**src/pot_pkg.sv**
```systemverilog
package pot_pkg;
  localparam logic [4:0] DEV_ID_HI       = 5'h0a;
  localparam logic [7:0] REG_WIPER       = 8'h00;
  localparam logic [7:0] REG_ACCESS      = 8'h02;
  localparam logic [7:0] ACCESS_VOL_ONLY = 8'h80;
  localparam logic [6:0] WIPER_RST       = 7'h40;
  localparam logic [6:0] STORED_INIT_RST = 7'h40;
  localparam logic [6:0] WIPER_MAX       = 7'h7f;
  localparam int         CLK_MHZ         = 200;
  localparam int         NV_WRITE_MAX_MS = 20;
  localparam int         NV_WRITE_TYP_MS = 12;
  // Milliseconds to system clocks: 1000 us per ms, CLK_MHZ clocks per us
  localparam int         NV_WRITE_CYC    = NV_WRITE_TYP_MS * 1000 * CLK_MHZ;
  localparam int         POWERUP_CYC     = 16;

  typedef struct packed {
    logic scl;
    logic sda;
  } bus_in_t;

  typedef struct packed {
    logic sda_o;
    logic sda_oe;
  } bus_out_t;

  typedef enum logic [6:0] {
    ST_IDLE  = 7'b0000001,
    ST_ID    = 7'b0000010,
    ST_ACK   = 7'b0000100,
    ST_ADDR  = 7'b0001000,
    ST_WDATA = 7'b0010000,
    ST_RDATA = 7'b0100000,
    ST_RACK  = 7'b1000000
  } phase_t;
endpackage : pot_pkg

```
**src/pot_slave.sv**
```systemverilog
`timescale 1ns/1ps
`default_nettype none
module i2c_pot_wiper_slave
  import pot_pkg::*;
#(
  parameter int NV_CYC = NV_WRITE_CYC
) (
  // Clock and reset
  input  wire logic             clk,
  input  wire logic             sys_rst,
  // Two-wire bus
  input  wire pot_pkg::bus_in_t bus_in,
  output var  pot_pkg::bus_out_t bus_out,
  // Address straps
  input  wire logic [1:0]       addr_strap_pins,
  // Tap select and status
  output logic [6:0]            tap_sel,
  output logic                  nv_busy
);
  import pot_pkg::*;

  logic [1:0] scl_sync_ff, sda_sync_ff;
  logic [1:0] strap_s1_ff, strap_s2_ff;
  logic       scl_ff, sda_ff;
  phase_t     phase_ff;
  logic [3:0] bit_cnt_ff;
  logic [7:0] shift_ff;
  logic       rd_ff, addr_done_ff, nv_pend_ff, drive_low_ff;
  logic [7:0] reg_addr_ff, access_ff;
  logic [6:0] wiper_ff, stored_initial_position_ff;
  logic [31:0] nv_cnt_ff;
  logic [4:0] pwr_cnt_ff;

  wire scl_s  = scl_sync_ff[1];
  wire sda_s  = sda_sync_ff[1];
  wire scl_rise = scl_s & ~scl_ff;
  wire scl_fall = ~scl_s & scl_ff;
  wire start_c  = scl_s & scl_ff & sda_ff & ~sda_s;
  wire stop_c   = scl_s & scl_ff & ~sda_ff & sda_s;
  wire pwr_busy = (pwr_cnt_ff != 5'(POWERUP_CYC));
  wire start_ok = start_c & ~pwr_busy & ~nv_busy;
  wire [7:0] rx_byte = {shift_ff[6:0], sda_s};
  wire id_match = (rx_byte[7:3] == DEV_ID_HI) && (rx_byte[2:1] == strap_s2_ff);
  wire vol_only = (access_ff == ACCESS_VOL_ONLY);
  wire [7:0] rd_val = (reg_addr_ff == REG_ACCESS) ? access_ff :
                      (reg_addr_ff == REG_WIPER) ? {1'b0, vol_only ? wiper_ff : stored_initial_position_ff} : 8'h00;

  assign nv_busy = (nv_cnt_ff != 32'h0);
  assign tap_sel = wiper_ff;
  assign bus_out = '{sda_o: 1'b0, sda_oe: drive_low_ff};

  always_ff @(posedge clk) begin
    scl_sync_ff <= {scl_sync_ff[0], bus_in.scl};
    sda_sync_ff <= {sda_sync_ff[0], bus_in.sda};
    strap_s1_ff <= addr_strap_pins;
    strap_s2_ff <= strap_s1_ff;
    scl_ff <= scl_s;
    sda_ff <= sda_s;
  end

  always_ff @(posedge clk) begin
    if (sys_rst) begin
      pwr_cnt_ff <= 5'h00;
    end else if (pwr_busy) begin
      pwr_cnt_ff <= pwr_cnt_ff + 5'h01;
    end
  end

  always_ff @(posedge clk) begin
    if (sys_rst) begin
      phase_ff <= ST_IDLE;
      bit_cnt_ff <= 4'h0;
      shift_ff <= 8'h00;
      rd_ff <= 1'b0;
      addr_done_ff <= 1'b0;
      nv_pend_ff <= 1'b0;
      drive_low_ff <= 1'b0;
      reg_addr_ff <= 8'h00;
      access_ff <= 8'h00;
      wiper_ff <= WIPER_RST;
      stored_initial_position_ff <= STORED_INIT_RST;
      nv_cnt_ff <= 32'h0;
    end else begin
      if (nv_busy) begin
        nv_cnt_ff <= nv_cnt_ff - 32'h1;
      end
      if (start_ok) begin
        phase_ff <= ST_ID;
        bit_cnt_ff <= 4'h0;
        addr_done_ff <= 1'b0;
        nv_pend_ff <= 1'b0;
        drive_low_ff <= 1'b0;
      end else if (stop_c) begin
        phase_ff <= ST_IDLE;
        drive_low_ff <= 1'b0;
        if (nv_pend_ff) begin
          nv_cnt_ff <= 32'(NV_CYC);
        end
        nv_pend_ff <= 1'b0;
      end else begin
        case (phase_ff)
          ST_ID, ST_ADDR, ST_WDATA: begin
            if (scl_rise) begin
              shift_ff <= rx_byte;
              bit_cnt_ff <= bit_cnt_ff + 4'h1;
              if (bit_cnt_ff == 4'h7) begin
                if (phase_ff == ST_ID) begin
                  if (id_match) begin
                    rd_ff <= rx_byte[0];
                    phase_ff <= ST_ACK;
                  end else begin
                    phase_ff <= ST_IDLE;
                  end
                end else if (phase_ff == ST_ADDR) begin
                  reg_addr_ff <= rx_byte;
                  addr_done_ff <= 1'b1;
                  phase_ff <= ST_ACK;
                end else begin
                  phase_ff <= ST_ACK;
                  if (reg_addr_ff == REG_ACCESS) begin
                    access_ff <= rx_byte;
                  end else if (reg_addr_ff == REG_WIPER) begin
                    wiper_ff <= rx_byte[6:0];
                    if (!vol_only) begin
                      stored_initial_position_ff <= rx_byte[6:0];
                      nv_pend_ff <= 1'b1;
                    end
                  end
                end
              end
            end
          end
          ST_ACK: begin
            if (scl_fall && !drive_low_ff) begin
              drive_low_ff <= 1'b1;
            end else if (scl_fall && drive_low_ff) begin
              bit_cnt_ff <= 4'h0;
              if (rd_ff) begin
                phase_ff <= ST_RDATA;
                shift_ff <= rd_val;
                drive_low_ff <= ~rd_val[7];
              end else begin
                drive_low_ff <= 1'b0;
                phase_ff <= addr_done_ff ? ST_WDATA : ST_ADDR;
              end
            end
          end
          ST_RDATA: begin
            if (scl_fall) begin
              bit_cnt_ff <= bit_cnt_ff + 4'h1;
              shift_ff <= {shift_ff[6:0], 1'b1};
              if (bit_cnt_ff == 4'h7) begin
                drive_low_ff <= 1'b0;
                phase_ff <= ST_RACK;
              end else begin
                drive_low_ff <= ~shift_ff[6];
              end
            end
          end
          ST_RACK: begin
            // NACK ends the read; ACK loads the next byte at the fall
            if (scl_rise && sda_s) begin
              phase_ff <= ST_IDLE;
            end else if (scl_fall) begin
              bit_cnt_ff <= 4'h0;
              phase_ff <= ST_RDATA;
              shift_ff <= rd_val;
              drive_low_ff <= ~rd_val[7];
            end
          end
          default: begin
            phase_ff <= ST_IDLE;
          end
        endcase
      end
    end
  end

  property p_open_drain;
    @(posedge clk) disable iff (sys_rst) bus_out.sda_o == 1'b0;
  endproperty
  a_open_drain: assert property (p_open_drain) else $error("data line driven high");

  property p_out_on_fall;
    @(posedge clk) disable iff (sys_rst)
      (phase_ff == ST_RDATA && $changed(drive_low_ff)) |-> $past(scl_fall);
  endproperty
  a_out_on_fall: assert property (p_out_on_fall) else $error("read data changed off falling edge");

  property p_start_ignored;
    @(posedge clk) disable iff (sys_rst) (start_c && nv_busy && !stop_c) |=> phase_ff != ST_ID;
  endproperty
  a_start_ignored: assert property (p_start_ignored) else $error("start accepted while busy");

  property p_nv_start;
    @(posedge clk) disable iff (sys_rst) (stop_c && nv_pend_ff && !start_ok) |=> nv_cnt_ff == 32'(NV_CYC);
  endproperty
  a_nv_start: assert property (p_nv_start) else $error("nv cycle not started");

  property p_tap;
    @(posedge clk) disable iff (sys_rst)
      (phase_ff == ST_WDATA && scl_rise && bit_cnt_ff == 4'h7 && reg_addr_ff == REG_WIPER && !start_ok && !stop_c)
      |=> tap_sel == shift_ff[6:0];
  endproperty
  a_tap: assert property (p_tap) else $error("tap mismatch");

  property p_mismatch;
    @(posedge clk) disable iff (sys_rst)
      (phase_ff == ST_ID && scl_rise && bit_cnt_ff == 4'h7 && !id_match && !start_ok && !stop_c)
      |=> phase_ff == ST_IDLE && !drive_low_ff;
  endproperty
  a_mismatch: assert property (p_mismatch) else $error("responded to foreign address");

  property p_vol_only;
    @(posedge clk) disable iff (sys_rst) vol_only && !nv_pend_ff |=> $stable(stored_initial_position_ff);
  endproperty
  a_vol_only: assert property (p_vol_only) else $error("stored value changed");

  property p_ack;
    @(posedge clk) disable iff (sys_rst)
      (phase_ff == ST_ACK && scl_fall && !drive_low_ff && !start_ok && !stop_c) |=> bus_out.sda_oe;
  endproperty
  a_ack: assert property (p_ack) else $error("ack slot fault");
endmodule : i2c_pot_wiper_slave
`default_nettype wire

```
**config.mk**
```make
export PLATFORM = sky130hd
export DESIGN_NAME = i2c_pot_wiper_slave
export DESIGN_NICKNAME = d
export VERILOG_FILES = /design/src/pot_pkg.sv /design/src/pot_slave.sv
export SDC_FILE = /design/constraint.sdc
export NUM_CORES = 1
export LEC_CHECK = 0
export ABC_AREA = 1
export BUFFER_PORTS_ARGS = -buffer_cell sky130_fd_sc_hd__clkbuf_2
export CORE_MARGIN = 1
export CORE_UTILIZATION = 62
export DETAILED_ROUTE_END_ITERATION = 6
export PLACE_DENSITY = 0.89
export SYNTH_ARGS = -nofsm -noshare
export SYNTH_HDL_FRONTEND = slang
export SYNTH_SLANG_ARGS = --single-unit
```
**constraint.sdc**
```tcl
create_clock -name clk -period 2 [get_ports clk]
set_clock_uncertainty 0.1 [all_clocks]
set_input_delay 0.4 -clock clk [delete_from_list [all_inputs] [get_ports clk]]
set_output_delay 0.4 -clock clk [all_outputs]
set_load 0.1 [all_outputs]
```
==> metrics.csv, run 1 <==
stage;metric;value;unit
run_status;status;finished, violations left;
run_status;failing checks;setup timing;
clocking;# H-tree levels;3;
synthesis;Mapped Area;5030;um2
die;die height;92.1;um
clocking;TritonCTS clock tree;yes;
synthesis;count of cell types in the netlist;39;
global_route;largest net degree at the start of global routing;24;
min_path;Worst Hold End;sda_sync_ff[0];
finish;FILL cells;562;
synthesis;Cells after Synth;740;
finish;Syn-to-layout area delta;18.8;%
placement;DP Wirelength;9310;um
finish;ANT cells;0;
global_route;vias in the first global route;4789;
drt;Vias/cell;5.75;
min_path;hold_sp;bus_in[0];
setup_path;r2r startpoint;phase_ff[0];
placement;Placed Area;5420;um2
power;Leakage Power;2.78;nW
sta;worst-margin pin slew;0.545;ns
global_route;Tot GR Track Use;0.319;
die;Core Box Area;7770;um2
synthesis;Synth Net Count;750;
drt;DR WL/cell;15.1;um
min_path;Hold Path Stages;1;
min_path;Hold Path Class;in -> reg;
setup_path;CP max stage delay;0.37;ns
synthesis;register area share after synthesis;0.394;
sta;Min Hold Slack;0.0318;ns
synthesis;share of the synthesized area in the top cell type;0.394;
synthesis;Commonest cells post-synth;nor2_1, nand2_1, dfxtp_1, inv_1, nand3_1;
finish;final core occ;0.769;
power;PnR Total Power;6.43;mW
finish;area taken by multi-input logic gates;2810;um2
global_route;first-pass GRT wire length;21700;um
die;area of the die;8480;um2
clocking;Num CTS Buffers;9;
synthesis;most frequent cell after synthesis;nor2_1;
synthesis;Synth Warn #;0;
synthesis;Post-synth EDFFs;0;
setup_path;type of destination of the critical path;primary output;
sta;max-slew violation count;0;
clocking;Clock Sinks;99;
setup_path;CP Max Fanout;3;
finish;share of cells above drive strength 1;0.193;
placement;PortBufs;14;
die;DIE WIDTH;92.1;um
setup_path;Worst setup SP type;flip-flop;
drt;drt pass-1 iters;6;
setup_path;worst path cell trace;nor2_2 -> nand4_1 -> nor2_4 -> nand4_1 -> buf_12;
setup_path;worst path required time;1.50;ns
global_route;initial antenna violation count;0;
sta;Fin. Hold Viols;0;
setup_path;CP delay by family, top;simple AND/OR/NAND/NOR gates;
synthesis;synthesized area per cell;6.80;um2
finish;Final Net Count;813;
sta;Max Clk Rate;472;MHz
die;Starting Density;0.648;
setup_path;Worst R2R Setup Slack;0.06;ns
sta;Final min period;2.12;ns
setup_path;Crit path depth;5;
drt;Post-DRT Antenna Nets;0;
power;pwr/cell area;1080;nW/um2
global_route;gr ovfl total;0;
die;Cell Rows;32;
clocking;worst skew pair latency;0.38;ns
run;Max-Cap Viols;0;
placement;placed cells;868;
clocking;clk slew on worst S/H paths;0.11;ns
synthesis;Synth area leader;dfxtp_1;
clocking;clock root cell;clkbuf_8;
drt;initial drt markers;533;
sta;Slew HR;0.638;
sta;RSZ-0062 raised after global routing;true;
synthesis;Synth Flop Type;dfxtp_1;
sta;crit share post-route;1.06;
finish;Final Non-Filler Cells;910;
drt;Routed WL;13700;um
sta;final setup vio count;1;
synthesis;leading post-synthesis cells by cell area;dfxtp_1, nor2_1, nand2_1;
setup_path;WP buf/inv;1;
sta;fin worst setup slack;-0.120;ns
setup_path;FF-to-FF End;tap_sel[3];
clocking;clk buf depth;2;
placement;GP Congestion;0.989;
setup_path;Critical-path top delay cell;dfxtp_1;
drt;Via Count;5232;
setup_path;Arr. time, crit path;1.62;ns
placement;DP Worst Slack;0.0484;ns
sta;Fin Setup TNS;-0.120;ns
synthesis;ys async rst share;0;
finish;Final Cell Area;5970;um2
power;Worst VDD drop;0.00107;V
synthesis;Synth Register Bits;99;
finish;Reg area;1990;um2
setup_path;most frequent CP cell;nand4_1;
drt;DRC Markers;0;
setup_path;crit path kind;reg -> out;
setup_path;worst r2r path cells;13;
die;num ports;16;
[registers in the layout, summed over array words and instances (netlist names)]
name / count
nv_pend_ff: 1
access_ff: 8
bit_cnt_ff: 4
strap_s1_ff: 2
tap_sel: 7
nv_cnt_ff: 32
sda_ff: 1
shift_ff: 7
sda_sync_ff: 2
stored_initial_position_ff: 7
scl_sync_ff: 2
phase_ff: 7
pwr_cnt_ff: 5
addr_done_ff: 1
strap_s2_ff: 2
drive_low_ff: 1
scl_ff: 1
reg_addr_ff: 8
rd_ff: 1
[worst max path at each step]
stage / slack (ns) / end / start
floorplan: -0.71 / nv_cnt_ff[14] / nv_cnt_ff[0]
global placement: 0.14 / nv_busy / nv_cnt_ff[0]
detailed placement: 0.05 / tap_sel[2] / phase_ff[0]
CTS: -0.11 / nv_busy / nv_cnt_ff[0]
global route: -0.18 / nv_busy / nv_cnt_ff[1]
finish: -0.12 / nv_busy / nv_cnt_ff[9]
[power by group]
part | leakage, nW | total [mW] | internal [mW] | switching (mW)
Sequential | 0.806 | 2.33 | 2.15 | 0.180
Combinational | 1.87 | 2.80 | 1.09 | 1.71
Clock | 0.0990 | 1.29 | 0.495 | 0.800
Total | 2.78 | 6.43 | 3.74 | 2.69
[final cells by class]
type | count | share of cell area
multi-input combinational | 543 | 0.470
tap | 102 | 0.0214
clock inverter | 7 | 0.0134
timing repair buffer | 66 | 0.0884
inverter | 84 | 0.0534
clock buffer | 9 | 0.0207
sequential | 99 | 0.332
[metal layers]
layer	GRT usage	vias up	routed length, um
met2	0.512	260	6350
met3	0.0614	49	1050
met4	0.126	0	399
li1	-	2500	-
met1	0.423	2423	5930
met5	0	-	0
[placed cells by master, fill, tap and decap left out, types with 2 or more instances in the layout]
cell,synthesis,final
dfxtp_2,0,3
o21ai_0,38,36
nand2_1,141,132
nor2_1,150,134
a21oi_1,53,53
inv_1,77,72
clkbuf_2,0,13
clkinvlp_4,0,2
clkinv_8,0,2
nand3_4,1,2
nor2_4,4,12
xnor2_1,9,9
nand3_1,54,52
nand2_2,5,13
nor2_2,9,20
o211ai_1,3,3
a211oi_1,7,7
dfxtp_1,99,96
buf_12,0,5
inv_8,0,2
o21ai_1,1,3
nand4_1,11,11
and3_1,3,3
inv_2,6,10
nor3_1,15,14
clkinv_4,0,2
clkbuf_8,0,9
xor2_1,16,16
buf_4,4,47
nand3_2,2,3
nor3_2,1,2
ha_1,4,3
nand2_4,3,4
[timing repair]
item / in CTS / in global routing
endpoints found under the setup margin: 1 / 47
resized for setup: 6 / 36
pin swaps: 3 / 15
gates cloned: 0 / 3
endpoints found under the hold margin: 0 / 1
hold buffers: 0 / 1
setup buffers: 16 / 8
[cell families after synthesis]
group,share of synthesized area
AOI/OAI and AO/OA,0.109
and+or+nand+nor,0.360
adders and majority gates,0.00995
xor gates and xnor gates,0.0435
DFF,0.394
buffers and inverters,0.0823
other,0.000746
(Power assumes the default switching activity.)
==> inputs of run 2 (changes only) <==
--- a/config.mk
+++ b/config.mk
@@ -8,9 +8,9 @@
 export ABC_AREA = 1
 export BUFFER_PORTS_ARGS = -buffer_cell sky130_fd_sc_hd__clkbuf_2
 export CORE_MARGIN = 1
-export CORE_UTILIZATION = 62
+export CORE_UTILIZATION = 55
 export DETAILED_ROUTE_END_ITERATION = 6
-export PLACE_DENSITY = 0.89
+export PLACE_DENSITY = 0.81
 export SYNTH_ARGS = -nofsm -noshare
 export SYNTH_HDL_FRONTEND = slang
 export SYNTH_SLANG_ARGS = --single-unit
==> constraint.sdc (replaced) <==
create_clock -name clk -period 2.38 [get_ports clk]
set_clock_uncertainty 0.1 [all_clocks]
set_input_delay 0.476 -clock clk [delete_from_list [all_inputs] [get_ports clk]]
set_output_delay 0.476 -clock clk [all_outputs]
set_load 0.1 [all_outputs]
==> metrics.csv, run 2 (synthesized netlist as in run 1, its figures left out) <==
stage;metric;value;unit;change
drt;DRT met1 WL;5500;um;-7.2%
run;Max-Cap Viols;0;;unchanged
clocking;TritonCTS clock tree;yes;;
global_route;vias in the first global route;4383;;-8.5%
die;DIE WIDTH;97.6;um;+6.0%
sta;crit share post-route;0.942;;
clocking;Clock Sinks;99;;unchanged
setup_path;type of destination of the critical path;primary output;;
drt;Top Metal Used;met4;;
drt;met3 WL;818;um;-22%
power;Worst VDD drop;0.000798;V;-26%
setup_path;Worst setup SP type;flip-flop;;
drt;met2 wire length;5390;um;-15%
setup_path;CP Max Fanout;7;;+4
global_route;initial antenna violation count;0;;unchanged
finish;ANT cells;0;;unchanged
finish;Syn-to-layout area delta;8.73;%;
finish;max reg flops;32;;unchanged
placement;GP Congestion;0.959;;-3.1%
power;Logic pwr share;0.472;;+0.036
drt;DRC Markers;4;;+4
run_status;status;finished, violations left;;
power;PnR Total Power;6.18;mW;-3.8%
finish;share of cells above drive strength 1;0.111;;-0.0821
finish;FILL cells;783;;+39%
power;Reg power frac;0.352;;-0.011
setup_path;Arr. time, crit path;1.67;ns;+0.05 ns
drt;DR WL/cell;13.6;um;-10%
sta;worst-margin pin slew;0.557;ns;+0.0119 ns
sta;Slew HR;0.628;;-0.00987
global_route;Tot GR Track Use;0.259;;-0.0604
finish;commonest non-fill, non-tap cell in the layout;nor2_1;;
die;Core Box Area;8810;um2;+13%
sta;Max Clk Rate;446;MHz;
finish;Final Cell Area;5470;um2;-8.5%
global_route;gr ovfl total;0;;unchanged
finish;Reg area;1980;um2;-0.13%
setup_path;worst path required time;1.80;ns;+0.30 ns
clocking;clk slew on worst S/H paths;0.11;ns;about the same
run_status;failing checks;DRC;;
drt;Post-DRT Antenna Nets;0;;unchanged
clocking;worst skew pair latency;0.38;ns;about the same
finish;largest registers;nv_cnt_ff x32, access_ff x8, reg_addr_ff x8;;
finish;area taken by multi-input logic gates;2650;um2;-5.6%
sta;Fin. Hold Viols;0;;unchanged
power;pwr/cell area;1130;nW/um2;+5.0%
clocking;Num CTS Buffers;9;;unchanged
die;num ports;16;;unchanged
placement;Placed Area;5250;um2;-3.0%
min_path;Hold Path Class;in -> reg;;
power;Leakage Power;2.53;nW;-8.8%
drt;Via Count;4719;;-9.8%
die;area of the die;9530;um2;+12%
placement;PortBufs;14;;unchanged
power;Sw Pwr;2.84;mW;+5.6%
clocking;cts hold-fix bufs;0;;unchanged
clocking;clock root cell;clkbuf_8;;
die;Cell Rows;34;;+6.3%
sta;final setup vio count;0;;-1
clocking;Post-CTS Setup Bufs;0;;-16
finish;most frequent cells in the layout;nor2_1, nand2_1, dfxtp_1, inv_1, nand3_1;;
drt;initial drt markers;367;;-31%
power;clock share of power;0.176;;-0.025
global_route;first-pass GRT wire length;20000;um;-7.7%
finish;Largest Register;nv_cnt_ff;;
power;Switching Fraction;0.459;;+0.0409
drt;Vias/cell;5.40;;-6.1%
setup_path;crit path kind;reg -> out;;
finish;Final Net Count;771;;-5.2%
drt;Routed WL;11900;um;-14%
placement;DP Wirelength;8740;um;-6.1%
clocking;clk buf depth;2;;unchanged
clocking;# H-tree levels;3;;unchanged
power;Internal Pwr Total;3.34;mW;-11%
sta;Final min period;2.24;ns;
sta;max-slew violation count;0;;unchanged
die;Starting Density;0.571;;-0.0764
die;die height;97.6;um;+6.0%
global_route;largest net degree at the start of global routing;25;;+4.2%
drt;drt pass-1 iters;7;;+1
sta;Min Hold Slack;0.0887;ns;+0.0570 ns
run 2: changes by cell type in the layout (fill, tap and decap cells not counted), sizes merged:
cell	delta
buf	-38
clkinv	-1
nor2	-3
inv	+2
clkinvlp	-1
dlygate4sd3	-1
run 2: area by class of cell:
class                      instances  area share
inverter                          84      0.0577
sequential                        99       0.363
multi-input combinational        540       0.485
tap                              108      0.0247
clock buffer                       9      0.0226
clock inverter                     7      0.0146
timing repair buffer              27      0.0325
run 2: repair_timing:
item | in CTS | in global routing
endpoints found under the setup margin | 1 | 1
gates resized for setup | 1 | 5
pin swaps | 0 | 1
run 2: stage by stage:
step	util	TNS (ns)	setup slack, ns	instances
2_1_floorplan	-	-1.22	-0.328	740
3_3_place_gp	0.596	0	0.378	858
3_5_place_dp	0.596	0	0.362	858
4_1_cts	0.620	0	0.0345	874
5_1_grt	0.621	-0.0135	-0.0135	874
6_report	0.621	0	0.137	874
run 2: worst max-delay path, stage by stage (launching register included):
cell and delay, ns:
dfxtp_2 0.34, inv_2 0.08, ha_4 0.16, nand2_2 0.07
inv_2 0.08, nand2_1 0.07, nor2_2 0.12, nand4_1 0.15
buf_8 0.22
run 2: routing by layer:
layer	vias up	track usage
li1	2412	-
met1	2133	0.341
met2	156	0.423
met3	18	0.0554
met4	0	0.0816
met5	-	0
run 2: path summary, 6_finish.rpt:
path,startpoint,to,slack [ns],depth (start not counted)
setup reg to reg,reg_addr_ff[2],access_ff[0],0.31,7
hold reg to reg,strap_s1_ff[0],strap_s2_ff[0],0.24,0
setup / recovery,nv_cnt_ff[0],nv_busy,0.14,8
hold / removal,addr_strap_pins[1],strap_s1_ff[1],0.09,1
run 2: power groups by stage:
stage / logic, mW / clock network (mW) / registers, mW
after global placement: 2.78 / 0 / 2.20
final: 2.92 / 1.09 / 2.18
after floorplan: 2.22 / 0 / 2.14
after CTS: 2.83 / 1.12 / 2.16
after detailed placement: 2.81 / 0 / 2.20
after global routing: 3.29 / 1.17 / 2.20
==> inputs of run 3 (changes only) <==
--- a/config.mk
+++ b/config.mk
@@ -5,12 +5,12 @@
 export SDC_FILE = /design/constraint.sdc
 export NUM_CORES = 1
 export LEC_CHECK = 0
-export ABC_AREA = 1
 export BUFFER_PORTS_ARGS = -buffer_cell sky130_fd_sc_hd__clkbuf_2
 export CORE_MARGIN = 1
 export CORE_UTILIZATION = 55
 export DETAILED_ROUTE_END_ITERATION = 6
 export PLACE_DENSITY = 0.81
+export SLEW_MARGIN = 5
 export SYNTH_ARGS = -nofsm -noshare
 export SYNTH_HDL_FRONTEND = slang
 export SYNTH_SLANG_ARGS = --single-unit
==> metrics.csv, run 3 <==
stage;metric;value;unit;change
run_status;status;finished, violations left;;
run_status;failing checks;setup timing;;
clocking;clk slew on worst S/H paths;0.11;ns;about the same
setup_path;most frequent CP cell;or4_4;;
synthesis;Cells after Synth;546;;-26%
global_route;initial antenna violation count;0;;unchanged
setup_path;CP Max Fanout;2;;-5
die;Core Box Area;8260;um2;-6.2%
clocking;# H-tree levels;3;;unchanged
finish;largest registers;nv_cnt_ff x32, access_ff x8, reg_addr_ff x8;;
sta;Fin. Hold Viols;0;;unchanged
finish;Final Non-Filler Cells;726;;-17%
finish;Largest Register;nv_cnt_ff;;
sta;crit share post-route;1.28;;+0.334
power;pwr/cell area;1150;nW/um2;+2.1%
power;PnR Total Power;6.57;mW;+6.2%
synthesis;Synth Area in Simple Gates;0.254;;-0.106
drt;Vias/cell;6.38;;+18%
drt;DR WL/cell;17.3;um;+28%
synthesis;Synth area leader;dfxtp_1;;
drt;Post-DRT Antenna Nets;0;;unchanged
synthesis;Synth Area in Compound Gates;0.212;;+0.103
die;area of the die;8950;um2;-6.1%
power;Worst VDD drop;0.00114;V;+43%
die;num ports;16;;unchanged
min_path;Hold Path Class;in -> reg;;
setup_path;type of destination of the critical path;primary output;;
setup_path;Arr. time, crit path;2.46;ns;+0.79 ns
sta;Final min period;3.04;ns;+0.795 ns
finish;Final Net Count;626;;-19%
clocking;Clock Sinks;99;;unchanged
drt;Routed WL;12600;um;+6.0%
finish;final core occ;0.689;;+0.0682
synthesis;share of the synthesized area in the top cell type;0.420;;+0.0261
setup_path;Worst setup SP type;flip-flop;;
clocking;clk buf depth;2;;unchanged
setup_path;WP buf/inv;1;;-2
synthesis;synthesized area per cell;8.64;um2;+27%
setup_path;CP max stage delay;0.53;ns;+0.19 ns
clocking;worst skew pair latency;0.37;ns;about the same
finish;share of cells above drive strength 1;0.233;;+0.123
sta;Fin Setup TNS;-1.82;ns;-1.82 ns
setup_path;Crit path depth;4;;-4
sta;final setup vio count;8;;+8
synthesis;most frequent cell after synthesis;dfxtp_1;;
synthesis;Commonest cells post-synth;dfxtp_1, nand2_1, a21oi_1, nor2_1, o21ai_0;;
placement;DP Worst Slack;-0.305;ns;-0.667 ns
die;DIE WIDTH;94.6;um;-3.1%
setup_path;worst path cell trace;or4_4 -> or4_4 -> or4b_4 -> buf_12;;
placement;DP Wirelength;8430;um;-3.5%
placement;GP Congestion;0.918;;-4.3%
sta;Slew HR;0.636;;+0.00810
setup_path;Critical-path top delay cell;or4_4;;
drt;Via Count;4629;;-1.9%
synthesis;ys async rst share;0;;unchanged
finish;FILL cells;640;;-18%
setup_path;worst path required time;1.80;ns;about the same
synthesis;Mapped Area;4720;um2;-6.2%
finish;Final Cell Area;5690;um2;+4.1%
drt;DRC Markers;0;;-4
sta;Max Clk Rate;329;MHz;-26%
global_route;first-pass GRT wire length;20400;um;+2.1%
min_path;Hold Path Stages;1;;unchanged
synthesis;Synth Warn #;0;;unchanged
die;Starting Density;0.571;;about the same
clocking;clock root cell;clkbuf_8;;
die;Cell Rows;33;;-2.9%
synthesis;Synth Register Bits;99;;unchanged
sta;RSZ-0062 raised after global routing;true;;
global_route;largest net degree at the start of global routing;44;;+76%
synthesis;Post-synth EDFFs;0;;unchanged
finish;max reg flops;32;;unchanged
sta;worst-margin pin slew;0.548;ns;-0.00921 ns
setup_path;CP delay by family, top;simple AND/OR/NAND/NOR gates;;
finish;commonest non-fill, non-tap cell in the layout;dfxtp_1;;
synthesis;count of cell types in the netlist;66;;+69%
finish;Syn-to-layout area delta;20.7;%;
finish;ANT cells;0;;unchanged
clocking;cts hold-fix bufs;0;;unchanged
run;Max-Cap Viols;0;;unchanged
setup_path;worst r2r path cells;7;;unchanged
synthesis;multiplexer area fraction after synthesis;0.0361;;+0.0361
sta;max-slew violation count;0;;unchanged
clocking;TritonCTS clock tree;yes;;
drt;initial drt markers;270;;-26%
sta;fin worst setup slack;-0.658;ns;-0.795 ns
global_route;vias in the first global route;4285;;-2.2%
synthesis;Synth Flop Type;dfxtp_1;;
synthesis;area share of fa/ha/maj cells after synthesis;0.0106;;+0.000660
placement;Placed Area;5340;um2;+1.7%
global_route;Tot GR Track Use;0.288;;+0.0295
placement;PortBufs;14;;unchanged
setup_path;crit path kind;reg -> out;;
synthesis;largest family of logic cells by synthesized area;simple AND/OR/NAND/NOR gates;;
global_route;gr ovfl total;0;;unchanged
sta;Min Hold Slack;0.103;ns;+0.0147 ns
placement;placed cells;703;;-18%
synthesis;Synth Net Count;556;;-26%
drt;drt pass-1 iters;5;;-2
clocking;Num CTS Buffers;9;;unchanged
finish;most frequent cells in the layout;dfxtp_1, buf_4, nand2_1, a21oi_1, o21ai_0;;
power;Leakage Power;2.15;nW;-15%
synthesis;leading post-synthesis cells by cell area;dfxtp_1, a21oi_1, nand2_1;;
synthesis;XOR/XNOR Fraction of Synth Area;0.0334;;-0.0101
synthesis;register area share after synthesis;0.420;;+0.0261
die;die height;94.6;um;-3.1%
[run 3: final timing paths]
path                    end  slack (ns)            from
min          sda_sync_ff[0]        0.10       bus_in[0]
min reg2reg  strap_s2_ff[1]        0.23  strap_s1_ff[1]
max                 nv_busy       -0.66    nv_cnt_ff[6]
max reg2reg     phase_ff[0]       -0.33    nv_cnt_ff[6]
[run 3: layout make-up]
class                           count  area, um2  area share
Multi-Input combinational cell    411       2720       0.477
Sequential cell                    99       1980       0.349
Inverter                            6       22.5     0.00396
Clock buffer                        9        124      0.0218
Timing Repair Buffer               89        656       0.115
Tap cell                          105        131      0.0231
Clock inverter                      7       58.8      0.0103
[run 3: cell families after synthesis]
family	after synthesis
buffers and inverters	36
xor gates and xnor gates	18
other	1
and+or+nand+nor	215
DFF	99
muxes	17
AOI/OAI and AO/OA	156
adders and majority gates	4
[run 3: timing repair]
action / 4_1_cts / 5_1_grt
pin swaps: 2 / 5
setup buffers: 2 / 3
gates cloned: 1 / 1
endpoints found under the setup margin: 17 / 31
gates resized for setup: 10 / 20
[run 3: power by group]
part           internal [mW]  switching, mW
clock network          0.397          0.630
registers               1.88          0.188
logic                   1.61           1.86
[run 3: per-layer routing]
layer  GRT usage  part of all wire  routed length [um]
met1       0.387              0.43                5470
met2       0.460              0.48                6020
met3      0.0531             0.064                 803
met4       0.110             0.023                 291
met5           0                 0                   0
